[config.mk]
export PLATFORM = sky130hd
export DESIGN_NAME = pcr_top
export DESIGN_NICKNAME = d
export VERILOG_FILES = /design/src/logic/pcr_pkg.sv /design/src/logic/pcr_clkdiv.sv /design/src/logic/pcr_top.sv /design/src/logic/pcr_waketmr.sv
export VERILOG_INCLUDE_DIRS = /design/src /design/src/logic
export SDC_FILE = /design/constraint.sdc
export NUM_CORES = 1
export LEC_CHECK = 0
export BUFFER_PORTS_ARGS = -buffer_cell sky130_fd_sc_hd__buf_4
export CAP_MARGIN = 25
export CORE_UTILIZATION = 47
export CTS_CLUSTER_DIAMETER = 200
export CTS_CLUSTER_SIZE = 8
export DETAILED_ROUTE_END_ITERATION = 12
export PLACE_DENSITY = 0.87
export SYNTH_ARGS = -nofsm -noshare
export SYNTH_HDL_FRONTEND = slang
export SYNTH_SLANG_ARGS = --single-unit
[constraint.sdc]
create_clock -name clk -period 1.9 [get_ports clk]
set_input_delay 0.095 -clock clk [delete_from_list [all_inputs] [get_ports clk]]
set_output_delay 0.095 -clock clk [all_outputs]
set_load 0.05 [all_outputs]
[src/logic/pcr_params.svh]
`ifndef PCR_PARAMS_SVH
`define PCR_PARAMS_SVH

// register port
`define PCR_ADDR_W 8
`define PCR_DATA_W 32
`define PCR_OFF_MAP 8'h00
`define PCR_OFF_MODE 8'h04
`define PCR_OFF_PEN 8'h08
`define PCR_OFF_DIV 8'h0C
`define PCR_OFF_WEN 8'h10
`define PCR_OFF_STAT 8'h14

// field positions
`define PCR_MODE_IDLE_BIT 0
`define PCR_MODE_PDOWN_BIT 1
`define PCR_MAP_SRAM_BIT 0

// sizes
`define PCR_NPERIPH 8
`define PCR_NEXT 4
`define PCR_CNT_W 12

// reset values
`define PCR_MAP_RST 1'h0
`define PCR_PEN_RST 8'hFF
`define PCR_WEN_RST 4'h0

// divide codes
`define PCR_DIV_QUARTER 2'h0
`define PCR_DIV_FULL 2'h1
`define PCR_DIV_HALF 2'h2

// timing
`define PCR_CLK_NS 25
`define PCR_WAKE_NS 50000
`define PCR_WAKE_CYC ((`PCR_WAKE_NS + `PCR_CLK_NS - 1) / `PCR_CLK_NS)

`endif

[src/logic/pcr_pkg.sv]
`include "pcr_params.svh"

package pcr_pkg;

	typedef logic [1:0] pcr_div_t;

	typedef enum logic [3:0] {
		PCR_ST_RUN = 4'h1,
		PCR_ST_IDLE = 4'h2,
		PCR_ST_PDOWN = 4'h4,
		PCR_ST_WAKE = 4'h8
	} pcr_state_e;

	typedef struct packed {
		logic [`PCR_ADDR_W-1:0] addr;
		logic [`PCR_DATA_W-1:0] wdata;
		logic wr;
		logic rd;
	} pcr_req_s;

	typedef struct packed {
		logic osc_en;
		logic cpu_clk_en;
		logic pll_keep;
		logic pin_hold;
	} pcr_pwr_s;

endpackage

[src/logic/pcr_clkdiv.sv]
`timescale 1ns/1ps
`include "pcr_params.svh"

module pcr_clkdiv (
	// clock and reset
	input wire logic clk,
	input wire logic arst_n,
	// control
	input wire logic run,
	input wire pcr_pkg::pcr_div_t sel,
	// divided clock enable and active ratio
	output logic tick,
	output pcr_pkg::pcr_div_t act
);
	import pcr_pkg::*;

	logic [1:0] cnt_reg;
	logic tick_reg;
	pcr_div_t act_reg;

	function automatic logic [1:0] last_count(input pcr_div_t s);
		unique case (s)
			`PCR_DIV_FULL: last_count = 2'h0;
			`PCR_DIV_HALF: last_count = 2'h1;
			default: last_count = 2'h3;
		endcase
	endfunction

	// ratio is only taken at a period boundary
	always_ff @(posedge clk or negedge arst_n) begin
		if (!arst_n) begin
			cnt_reg <= 2'h0;
			act_reg <= `PCR_DIV_QUARTER; // RULE_10
		end else if (!run) begin
			cnt_reg <= 2'h0;
		end else if (cnt_reg == 2'h0) begin
			cnt_reg <= last_count(sel); // RULE_09
			act_reg <= sel; // RULE_15
		end else begin
			cnt_reg <= cnt_reg - 2'h1;
		end
	end

	always_ff @(posedge clk or negedge arst_n) begin
		if (!arst_n) begin
			tick_reg <= 1'h0;
		end else begin
			tick_reg <= run && (cnt_reg == 2'h0);
		end
	end

	assign tick = tick_reg;
	assign act = act_reg;

	property p_div_full;
		@(posedge clk) disable iff (!arst_n)
		tick_reg && act_reg == `PCR_DIV_FULL && run |=> tick_reg;
	endproperty
	a_div_full: assert property (p_div_full) else $error("full rate missed a tick"); // RULE_09

	property p_div_half;
		@(posedge clk) disable iff (!arst_n)
		tick_reg && act_reg == `PCR_DIV_HALF && run |=> !tick_reg ##1 (tick_reg || !$past(run));
	endproperty
	a_div_half: assert property (p_div_half) else $error("half rate spacing wrong"); // RULE_09

	property p_div_quarter;
		@(posedge clk) disable iff (!arst_n)
		tick_reg && act_reg == `PCR_DIV_QUARTER |=> !tick_reg [*3];
	endproperty
	a_div_quarter: assert property (p_div_quarter) else $error("quarter period shortened"); // RULE_10

	property p_div_boundary;
		@(posedge clk) disable iff (!arst_n)
		$changed(act_reg) |-> tick_reg;
	endproperty
	a_div_boundary: assert property (p_div_boundary) else $error("ratio changed mid period"); // RULE_15

endmodule

[src/logic/pcr_top.sv]
// Design decisions made here: the plain strobed port and the register offsets.
`timescale 1ns/1ps
`include "pcr_params.svh"

// Function
// [RULE_01] vectors at address zero come from flash or SRAM, chosen by software.
// [RULE_02] idle halts execution until a reset or an interrupt arrives.
// [RULE_03] peripheral clocks keep running in idle so peripherals can interrupt.
// [RULE_04] idle stops clocks to processor, memories and internal buses.
// [RULE_05] power-down stops the oscillator and every internal clock.
// [RULE_06] power-down keeps all state and holds output pins at their levels.
// [RULE_07] power-down ends on reset or a clockless wake interrupt.
// [RULE_08] each peripheral has its own clock enable set by software.
// [RULE_09] peripheral clock runs at full, half or quarter processor rate.
// [RULE_10] after reset the peripheral clock runs at quarter rate.
// [RULE_11] divider control sits on the peripheral bus, usable at reset ratio.
// [RULE_12] a running PLL stays running through idle.
// [RULE_13] every power-down wake runs the wake-up timer before execution.
// [RULE_14] enabled external interrupt inputs can end power-down.
// [RULE_15] divide ratio changes only at a divided-clock period boundary.

module pcr_top (
	// clock and reset
	input wire logic clk,
	input wire logic arst_n,
	// register port
	input wire pcr_pkg::pcr_req_s req,
	output logic [`PCR_DATA_W-1:0] rdata,
	// system events
	input wire logic irq_pend,
	input wire logic pll_running,
	input wire logic [`PCR_NEXT-1:0] ext_wake_pin,
	// clock, power and vector map controls
	output pcr_pkg::pcr_pwr_s pwr,
	output logic vec_sram,
	output logic [`PCR_NPERIPH-1:0] periph_clk_en,
	output logic pclk_tick
);
	import pcr_pkg::*;

	pcr_state_e state_reg;
	pcr_state_e state_next;
	logic map_reg;
	logic [`PCR_NPERIPH-1:0] pen_reg;
	pcr_div_t div_reg;
	logic [`PCR_NEXT-1:0] wen_reg;
	logic [`PCR_NEXT-1:0] cause_reg;
	logic [`PCR_NEXT-1:0] wake_s1_reg;
	logic [`PCR_NEXT-1:0] wake_s2_reg;
	logic pll_idle_reg;
	logic [`PCR_DATA_W-1:0] rdata_reg;
	pcr_pwr_s pwr_reg;
	logic [`PCR_NPERIPH-1:0] pclk_en_reg;
	logic [`PCR_NPERIPH-1:0] pen_next;
	logic [`PCR_NEXT-1:0] wake_hit;
	logic wr_map;
	logic wr_mode;
	logic wr_pen;
	logic wr_div;
	logic wr_wen;
	logic wr_stat;
	logic tmr_start;
	logic tmr_done;
	logic div_run;
	logic div_tick;
	pcr_div_t div_act;

	assign wr_map = req.wr && (req.addr == `PCR_OFF_MAP);
	assign wr_mode = req.wr && (req.addr == `PCR_OFF_MODE);
	assign wr_pen = req.wr && (req.addr == `PCR_OFF_PEN);
	assign wr_div = req.wr && (req.addr == `PCR_OFF_DIV);
	assign wr_wen = req.wr && (req.addr == `PCR_OFF_WEN);
	assign wr_stat = req.wr && (req.addr == `PCR_OFF_STAT);
	assign wake_hit = wake_s2_reg & wen_reg;
	assign pen_next = wr_pen ? req.wdata[`PCR_NPERIPH-1:0] : pen_reg;

	// wake pins come from outside the clock domain
	always_ff @(posedge clk or negedge arst_n) begin
		if (!arst_n) begin
			wake_s1_reg <= '0;
			wake_s2_reg <= '0;
		end else begin
			wake_s1_reg <= ext_wake_pin;
			wake_s2_reg <= wake_s1_reg;
		end
	end

	// power mode sequencing
	always_comb begin
		state_next = state_reg;
		unique case (state_reg)
			PCR_ST_RUN: begin
				if (wr_mode && req.wdata[`PCR_MODE_PDOWN_BIT]) begin
					state_next = PCR_ST_PDOWN; // RULE_05
				end else if (wr_mode && req.wdata[`PCR_MODE_IDLE_BIT]) begin
					state_next = PCR_ST_IDLE; // RULE_02
				end
			end
			PCR_ST_IDLE: begin
				if (irq_pend) begin
					state_next = PCR_ST_RUN; // RULE_02
				end
			end
			PCR_ST_PDOWN: begin
				if (|wake_hit) begin
					state_next = PCR_ST_WAKE; // RULE_07 RULE_14
				end
			end
			PCR_ST_WAKE: begin
				if (tmr_done) begin
					state_next = PCR_ST_RUN; // RULE_13
				end
			end
		endcase
	end

	always_ff @(posedge clk or negedge arst_n) begin
		if (!arst_n) begin
			state_reg <= PCR_ST_RUN;
		end else begin
			state_reg <= state_next;
		end
	end

	assign tmr_start = (state_reg == PCR_ST_PDOWN) && (state_next == PCR_ST_WAKE);

	pcr_waketmr u_waketmr (
		.clk(clk),
		.arst_n(arst_n),
		.start(tmr_start),
		.done(tmr_done)
	);

	// clock gating outputs follow the next state so they change with it
	always_ff @(posedge clk or negedge arst_n) begin
		if (!arst_n) begin
			pwr_reg <= '{osc_en: 1'h1, cpu_clk_en: 1'h1, pll_keep: 1'h0, pin_hold: 1'h0};
		end else begin
			pwr_reg.cpu_clk_en <= (state_next == PCR_ST_RUN); // RULE_04
			pwr_reg.osc_en <= (state_next != PCR_ST_PDOWN); // RULE_05
			pwr_reg.pin_hold <= (state_next == PCR_ST_PDOWN) || (state_next == PCR_ST_WAKE); // RULE_06
			if (state_next == PCR_ST_IDLE && state_reg == PCR_ST_RUN) begin
				pwr_reg.pll_keep <= pll_running; // RULE_12
			end else if (state_next != PCR_ST_IDLE) begin
				pwr_reg.pll_keep <= 1'h0;
			end
		end
	end

	// remembers whether the pll ran when idle began
	always_ff @(posedge clk or negedge arst_n) begin
		if (!arst_n) begin
			pll_idle_reg <= 1'h0;
		end else if (state_next == PCR_ST_IDLE && state_reg == PCR_ST_RUN) begin
			pll_idle_reg <= pll_running;
		end
	end

	// per-peripheral clock enables, all off while the oscillator is down
	always_ff @(posedge clk or negedge arst_n) begin
		if (!arst_n) begin
			pclk_en_reg <= `PCR_PEN_RST;
		end else if (state_next == PCR_ST_RUN || state_next == PCR_ST_IDLE) begin
			pclk_en_reg <= pen_next; // RULE_08 RULE_03
		end else begin
			pclk_en_reg <= '0; // RULE_05
		end
	end

	// run follows the next state so no last tick leaks into power-down
	assign div_run = (state_next == PCR_ST_RUN) || (state_next == PCR_ST_IDLE); // RULE_03 RULE_05

	pcr_clkdiv u_clkdiv (
		.clk(clk),
		.arst_n(arst_n),
		.run(div_run),
		.sel(div_reg),
		.tick(div_tick),
		.act(div_act)
	);

	// software registers
	always_ff @(posedge clk or negedge arst_n) begin
		if (!arst_n) begin
			map_reg <= `PCR_MAP_RST;
		end else if (wr_map) begin
			map_reg <= req.wdata[`PCR_MAP_SRAM_BIT]; // RULE_01
		end
	end

	always_ff @(posedge clk or negedge arst_n) begin
		if (!arst_n) begin
			pen_reg <= `PCR_PEN_RST;
		end else begin
			pen_reg <= pen_next; // RULE_08
		end
	end

	// the register port runs on clk, so it works at any divide ratio
	always_ff @(posedge clk or negedge arst_n) begin
		if (!arst_n) begin
			div_reg <= `PCR_DIV_QUARTER; // RULE_10
		end else if (wr_div) begin
			div_reg <= req.wdata[1:0]; // RULE_11
		end
	end

	always_ff @(posedge clk or negedge arst_n) begin
		if (!arst_n) begin
			wen_reg <= `PCR_WEN_RST;
		end else if (wr_wen) begin
			wen_reg <= req.wdata[`PCR_NEXT-1:0]; // RULE_14
		end
	end

	// wake cause bits: write one to clear, a new wake wins over the clear
	always_ff @(posedge clk or negedge arst_n) begin
		if (!arst_n) begin
			cause_reg <= '0;
		end else begin
			cause_reg <= (cause_reg & ~(wr_stat ? req.wdata[`PCR_NEXT-1:0] : '0)) |
				(tmr_start ? wake_hit : '0);
		end
	end

	// read data stand in the cycle after the strobe only
	always_ff @(posedge clk or negedge arst_n) begin
		if (!arst_n) begin
			rdata_reg <= '0;
		end else if (req.rd) begin
			unique case (req.addr)
				`PCR_OFF_MAP: rdata_reg <= {31'h0, map_reg};
				`PCR_OFF_MODE: rdata_reg <= {30'h0, state_reg == PCR_ST_PDOWN, state_reg == PCR_ST_IDLE};
				`PCR_OFF_PEN: rdata_reg <= {24'h0, pen_reg};
				`PCR_OFF_DIV: rdata_reg <= {30'h0, div_reg};
				`PCR_OFF_WEN: rdata_reg <= {28'h0, wen_reg};
				`PCR_OFF_STAT: rdata_reg <= {20'h0, div_act, pll_idle_reg, 1'h0, cause_reg, state_reg};
				default: rdata_reg <= '0;
			endcase
		end else begin
			rdata_reg <= '0;
		end
	end

	assign rdata = rdata_reg;
	assign pwr = pwr_reg;
	assign vec_sram = map_reg;
	assign periph_clk_en = pclk_en_reg;
	assign pclk_tick = div_tick;

	property p_map;
		@(posedge clk) disable iff (!arst_n)
		wr_map |=> vec_sram == $past(req.wdata[`PCR_MAP_SRAM_BIT]);
	endproperty
	a_map: assert property (p_map) else $error("vector map not updated"); // RULE_01

	property p_idle_hold;
		@(posedge clk) disable iff (!arst_n)
		state_reg == PCR_ST_IDLE && !irq_pend |=> state_reg == PCR_ST_IDLE;
	endproperty
	a_idle_hold: assert property (p_idle_hold) else $error("idle left without interrupt"); // RULE_02

	property p_idle_pclk;
		@(posedge clk) disable iff (!arst_n)
		(state_reg == PCR_ST_IDLE) [*5] |-> pclk_tick || $past(pclk_tick) || $past(pclk_tick, 2) ||
			$past(pclk_tick, 3);
	endproperty
	a_idle_pclk: assert property (p_idle_pclk) else $error("peripheral clock stopped in idle"); // RULE_03

	property p_idle_cpu;
		@(posedge clk) disable iff (!arst_n)
		state_reg == PCR_ST_IDLE |-> !pwr.cpu_clk_en && pwr.osc_en;
	endproperty
	a_idle_cpu: assert property (p_idle_cpu) else $error("processor clocked in idle"); // RULE_04

	property p_pdown_clk;
		@(posedge clk) disable iff (!arst_n)
		state_reg == PCR_ST_PDOWN |-> !pwr.osc_en && !pwr.cpu_clk_en && periph_clk_en == '0 && !pclk_tick;
	endproperty
	a_pdown_clk: assert property (p_pdown_clk) else $error("clock alive in power-down"); // RULE_05

	property p_pdown_hold;
		@(posedge clk) disable iff (!arst_n)
		state_reg == PCR_ST_PDOWN |-> pwr.pin_hold && $stable(vec_sram) && $stable(pen_reg);
	endproperty
	a_pdown_hold: assert property (p_pdown_hold) else $error("state lost in power-down"); // RULE_06

	property p_pdown_wake;
		@(posedge clk) disable iff (!arst_n)
		state_reg == PCR_ST_PDOWN && (|(wake_s2_reg & wen_reg)) |=> state_reg == PCR_ST_WAKE ##1 pwr.osc_en;
	endproperty
	a_pdown_wake: assert property (p_pdown_wake) else $error("enabled wake pin ignored"); // RULE_14

	property p_pdown_stay;
		@(posedge clk) disable iff (!arst_n)
		state_reg == PCR_ST_PDOWN && wake_hit == '0 |=> state_reg == PCR_ST_PDOWN;
	endproperty
	a_pdown_stay: assert property (p_pdown_stay) else $error("power-down left without cause"); // RULE_07

	property p_pen;
		@(posedge clk) disable iff (!arst_n)
		state_reg == PCR_ST_RUN |-> periph_clk_en == pen_reg;
	endproperty
	a_pen: assert property (p_pen) else $error("peripheral enable mismatch"); // RULE_08

	property p_wake_timer;
		@(posedge clk) disable iff (!arst_n)
		state_reg == PCR_ST_WAKE && !tmr_done |=> state_reg == PCR_ST_WAKE && !pwr.cpu_clk_en;
	endproperty
	a_wake_timer: assert property (p_wake_timer) else $error("execution resumed before wake timer"); // RULE_13

	property p_pll_keep;
		@(posedge clk) disable iff (!arst_n)
		state_reg == PCR_ST_IDLE && pll_idle_reg |-> pwr.pll_keep;
	endproperty
	a_pll_keep: assert property (p_pll_keep) else $error("pll released in idle"); // RULE_12

	property p_div_write;
		@(posedge clk) disable iff (!arst_n)
		wr_div |=> div_reg == $past(req.wdata[1:0]);
	endproperty
	a_div_write: assert property (p_div_write) else $error("divider write lost"); // RULE_11

	property p_idle_exit;
		@(posedge clk) disable iff (!arst_n)
		state_reg == PCR_ST_IDLE && irq_pend |=> state_reg == PCR_ST_RUN && pwr.cpu_clk_en;
	endproperty
	a_idle_exit: assert property (p_idle_exit) else $error("interrupt did not end idle"); // RULE_02

	property p_pdown_prio;
		@(posedge clk) disable iff (!arst_n)
		state_reg == PCR_ST_RUN && wr_mode && req.wdata[`PCR_MODE_PDOWN_BIT] |=>
			state_reg == PCR_ST_PDOWN && !pwr.osc_en;
	endproperty
	a_pdown_prio: assert property (p_pdown_prio) else $error("power-down request not taken"); // RULE_05

	property p_wake_done;
		@(posedge clk) disable iff (!arst_n)
		state_reg == PCR_ST_WAKE && tmr_done |=> state_reg == PCR_ST_RUN && pwr.cpu_clk_en && !pwr.pin_hold &&
			periph_clk_en == pen_reg;
	endproperty
	a_wake_done: assert property (p_wake_done) else $error("wake end did not resume run"); // RULE_13

	property p_cause_set;
		@(posedge clk) disable iff (!arst_n)
		tmr_start |=> (cause_reg & $past(wake_hit)) == $past(wake_hit);
	endproperty
	a_cause_set: assert property (p_cause_set) else $error("wake cause not recorded"); // RULE_14

endmodule

[src/logic/pcr_waketmr.sv]
`timescale 1ns/1ps
`include "pcr_params.svh"

module pcr_waketmr (
	// clock and reset
	input wire logic clk,
	input wire logic arst_n,
	// control
	input wire logic start,
	// expiry pulse
	output logic done
);
	import pcr_pkg::*;

	logic [`PCR_CNT_W-1:0] cnt_reg;
	logic done_reg;

	always_ff @(posedge clk or negedge arst_n) begin
		if (!arst_n) begin
			cnt_reg <= '0;
		end else if (start) begin
			cnt_reg <= `PCR_CNT_W'(`PCR_WAKE_CYC); // RULE_13
		end else if (cnt_reg != '0) begin
			cnt_reg <= cnt_reg - `PCR_CNT_W'(1);
		end
	end

	always_ff @(posedge clk or negedge arst_n) begin
		if (!arst_n) begin
			done_reg <= 1'h0;
		end else begin
			done_reg <= !start && (cnt_reg == `PCR_CNT_W'(1));
		end
	end

	assign done = done_reg;

	property p_tmr_load;
		@(posedge clk) disable iff (!arst_n)
		start |=> cnt_reg == `PCR_CNT_W'(`PCR_WAKE_CYC) && !done_reg;
	endproperty
	a_tmr_load: assert property (p_tmr_load) else $error("wake timer not loaded"); // RULE_13

endmodule

==> summary.md <==
| Metric | Value |
|---|---|
| Sequential cell area fraction in the yosys report | 0.5500 |
| Worst hold path startpoint | req[3] |
| Count of antenna-violating nets left after detailed routing | 0 |
| Share of total power in sequential cells | 0.462 |
| Number of detailed-routing iterations run before antenna repair | 4 |
| Post-synthesis async set-or-reset flop share | 1.000 |
| Critical path startpoint | u_waketmr.cnt_reg[3] |
| Violations in the final reports | setup timing |
| Cell area reported after detailed placement | 0.004019 mm^2 |
| Number of synthesized flops with an enable pin | 0 |
| Power Dens Cells | 910.4 mW/mm^2 |
| Total global routing overflow | 0 |
| Critical Path, Cell by Cell | or4_4 -> nor4b_4 -> buf_4 -> a2111oi_4 -> nor2b_2 -> xnor2_1 -> nand2_1 |
| Critical path launch point type | register |
| CTS tree | done |
| Antenna diode count | 0 |
| Initial DRC count | 192 |
| Clock Root Buffer | sky130_fd_sc_hd__clkbuf_8 |
| Number of failing setup endpoints in the final timing report | 7 |
| Clk pwr share | 0.278 |
| Pin count of the biggest net entering global routing | 39 |
| Count of final hold-check violations | 0 |
| Endpoint kind of the worst setup timing path | register |
| Placeable Area | 0.006869 mm^2 |
| Origin of the critical flop-to-flop path | u_waketmr.cnt_reg[3] |
| Synthesized instance count | 291 |
| Fraction of layout instances using a drive strength above 1 | 0.4411 |
| Sum of negative setup slack | -0.2169 ns |
| Die ar. | 0.007500 mm^2 |
| Synth Warn # | 0 |
| Post-layout worst setup margin | -0.07230 ns |
| Detail Placement HPWL | 5239 um |
| Tot Pwr | 0.004077 W |
| Number of antenna violations at the first check in global routing | 0 |
| Worst Hold Slack | 0.02920 ns |
| Outcome | finished with violations |
| Vias per inst | 5.257 |
| Sink count of the clock tree | 73 |
| Reg2reg path depth | 7 |
| Relative max-transition margin | 0.6230 |
| Vias in the first global route | 2615 |
| Global-route wire length before repair | 12050 um |
| Residual DRC | 0 |
| Filler-free cell count of the finished design | 495 |
| FP Rows | 30 |
| Die height | 86.61 um |
| Combinational share of power | 0.260 |
| Leak Pwr | 2.088 nW |
| Mean cell area of the mapped netlist | 11.56 um^2 |
| Post-synthesis instance area | 0.003364 mm^2 |
| Post-synth cell types | 51 |
| RSZ-0062 raised after global routing | true |
| Primary flip-flop cell chosen by synthesis mapping | sky130_fd_sc_hd__dfrtp_1 |
| Worst Path Arrival | 2.20 ns |
| Actual slew at the worst max-slew pin | 0.5612 ns |
| Effective utilization at floorplan | 0.4898 |
| CP bufs+invs | 1 |
| CP max FO | 6 |
| Port-buffer cells | 50 |
| Avg WL per Cell | 15.43 um |
| Worst hold path class | in2reg |
| Placed cell count | 459 |
| Critical-path top delay cell | sky130_fd_sc_hd__or4_4 |
| CP Data Required Time | 2.13 ns |
| Flip-flop count of the largest register, all copies and words added | 12 |
| Placer Congestion | 0.8823 |
| Overall fraction of global-route tracks in use | 0.2146 |
| Clock Pin Slew Worst Setup and Hold Paths | 0.08 ns |
| Worst Clk Skew | 0.009657 ns |
| Max Fclk | 0.5070 GHz |
| Max-slew violation count | 0 |
| Total I/O pin count | 96 |
| Crit share post-route | 1.038 |
| Largest stage delay on the critical path | 0.57 ns |
| Die extent in x | 86.61 um |
| Internal power component | 0.002745 W |
| Via count of the routed design | 2602 |
| Number of CTS-inserted buffers | 9 |
| Maximum capacitance violations | 0 |
| Switching fraction of total power | 0.3268 |
| VDD IR max | 605.2 uV |
| Post-route standard cell area excluding fillers | 0.004478 mm^2 |
| Number of buffers on the longest clock path | 2 |
| Source-to-sink clock delay at the later pin of the worst-skew pair | 0.35 ns |
| Time the worst path needs with I/O delays and setup | 1.972 ns |
| Crit path depth | 7 |
| Number of cells on the worst hold path | 2 |
| Cell type group with the largest total delay on the critical path | simple AND/OR/NAND/NOR gates |
| Total Wirelength | 7639 um |
| Net Sw Power | 0.001332 W |
| Number of storage elements in the synthesis netlist | 73 |
| Synth-to-layout area growth | 33.10% |
| Post-layout net count | 447 |
| Number of H-tree levels | 3 |
| Category of the most critical setup path | reg2reg |
logic make-up after synthesis:
logic type               after synthesis  share of synthesized area
AND/OR/NAND/NOR                      101                     0.1726
flip-flops                            73                     0.5500
AO/OA/AOI/OAI                         44                     0.1015
buffers and inverters                 39                    0.06805
multiplexers                          21                    0.06991
XOR/XNOR                               9                    0.02566
adder cells (fa/ha/maj)                3                    0.01116
other                                  1                   0.001115
worst paths after layout:
kind                                        end  slack, ns
min reg2reg                      wake_s2_reg[2]       0.35
max reg2reg                u_waketmr.cnt_reg[7]      -0.07
max in group asynchronous      periph_clk_en[6]       1.03
min in group asynchronous          state_reg[2]       0.25
max                        u_waketmr.cnt_reg[7]      -0.07
min                                      pwr[3]       0.03
per-layer routing:
metal  global-route usage  up-vias  wire length [um]
li1                     -     1207                 -
met1               0.2484     1266              2999
met2               0.3709      118              4021
met3              0.05048       11               500
met4               0.1121        0               116
met5                    0        -                 0
synthesized netlist by cell type, types with 3 or more instances:
library cell / instances / area share
sky130_fd_sc_hd__nand4_1: 3 / 0.0056
sky130_fd_sc_hd__dfrtp_1: 54 / 0.40
sky130_fd_sc_hd__a22o_1: 6 / 0.016
sky130_fd_sc_hd__nand3_1: 8 / 0.012
sky130_fd_sc_hd__nor3_1: 9 / 0.013
sky130_fd_sc_hd__nand2_1: 17 / 0.019
sky130_fd_sc_hd__inv_1: 6 / 0.0067
sky130_fd_sc_hd__mux2_2: 18 / 0.060
sky130_fd_sc_hd__o21ai_0: 5 / 0.0074
sky130_fd_sc_hd__clkbuf_1: 9 / 0.010
sky130_fd_sc_hd__buf_2: 3 / 0.0045
sky130_fd_sc_hd__ha_1: 3 / 0.011
sky130_fd_sc_hd__nor2_1: 15 / 0.017
sky130_fd_sc_hd__a32o_1: 5 / 0.015
sky130_fd_sc_hd__a22oi_1: 4 / 0.0089
sky130_fd_sc_hd__nand2b_1: 7 / 0.013
sky130_fd_sc_hd__and3_1: 10 / 0.019
sky130_fd_sc_hd__dfstp_2: 19 / 0.15
sky130_fd_sc_hd__xor2_1: 3 / 0.0078
sky130_fd_sc_hd__nor4_1: 4 / 0.0074
sky130_fd_sc_hd__xnor2_1: 5 / 0.013
sky130_fd_sc_hd__nor2b_1: 12 / 0.022
sky130_fd_sc_hd__buf_4: 21 / 0.047
sky130_fd_sc_hd__a21oi_1: 7 / 0.010
sky130_fd_sc_hd__nand3b_1: 4 / 0.0089
layout make-up:
cell class	instances	area [um^2]
clock buffers	9	123.9
clock inverters	7	62.56
flip-flops and latches	73	1854
repair buffers	105	838.3
well taps	96	120.1
inverters	6	22.52
multi-input cells	199	1456
fillers	518	2391
power groups by stage:
| stage | clock [W] | combinational (W) | sequential (W) |
|---|---|---|---|
| 3_3_place_gp | 0 | 0.000858 | 0.00188 |
| 6_report | 0.00113 | 0.00106 | 0.00188 |
| 2_1_floorplan | 0 | 0.000561 | 0.00189 |
| 4_1_cts | 0.00117 | 0.000973 | 0.00187 |
| 3_5_place_dp | 0 | 0.000904 | 0.00189 |
| 5_1_grt | 0.00123 | 0.00116 | 0.00191 |
stage by stage:
| stage | util | setup slack, ns |
|---|---|---|
| 3_3_place_gp | 0.5851 | -0.008517 |
| 3_5_place_dp | 0.5851 | -0.02884 |
| 6_report | 0.6519 | -0.07230 |
| 5_1_grt | 0.6519 | -0.1722 |
| 4_1_cts | 0.6392 | -0.02682 |
| 2_1_floorplan | - | 0.01306 |
cells in the final DEF, fill, tap and decap left out, drive strengths merged, types with 8 or more instances in the layout:
| cell | netlist | final |
|---|---|---|
| and3 | 10 | 10 |
| buf | 24 | 93 |
| clkbuf | 9 | 9 |
| conb | 1 | 21 |
| dfrtp | 54 | 54 |
| dfstp | 19 | 19 |
| dlygate4sd3 | 0 | 12 |
| inv | 6 | 10 |
| mux2 | 20 | 20 |
| nand2 | 17 | 17 |
| nand3 | 8 | 8 |
| nor2 | 15 | 15 |
| nor2b | 12 | 12 |
| nor3 | 9 | 9 |
what timing repair did:
action                                 CTS  global route
gates cloned                             0             1
hold buffers                            12             0
endpoints found under the hold margin   33             0
pin swaps                                2            10
setup buffers                            4             4
gates resized for setup                  8            20
setup endpoints to repair                6            17
(Power assumes the default switching activity.)
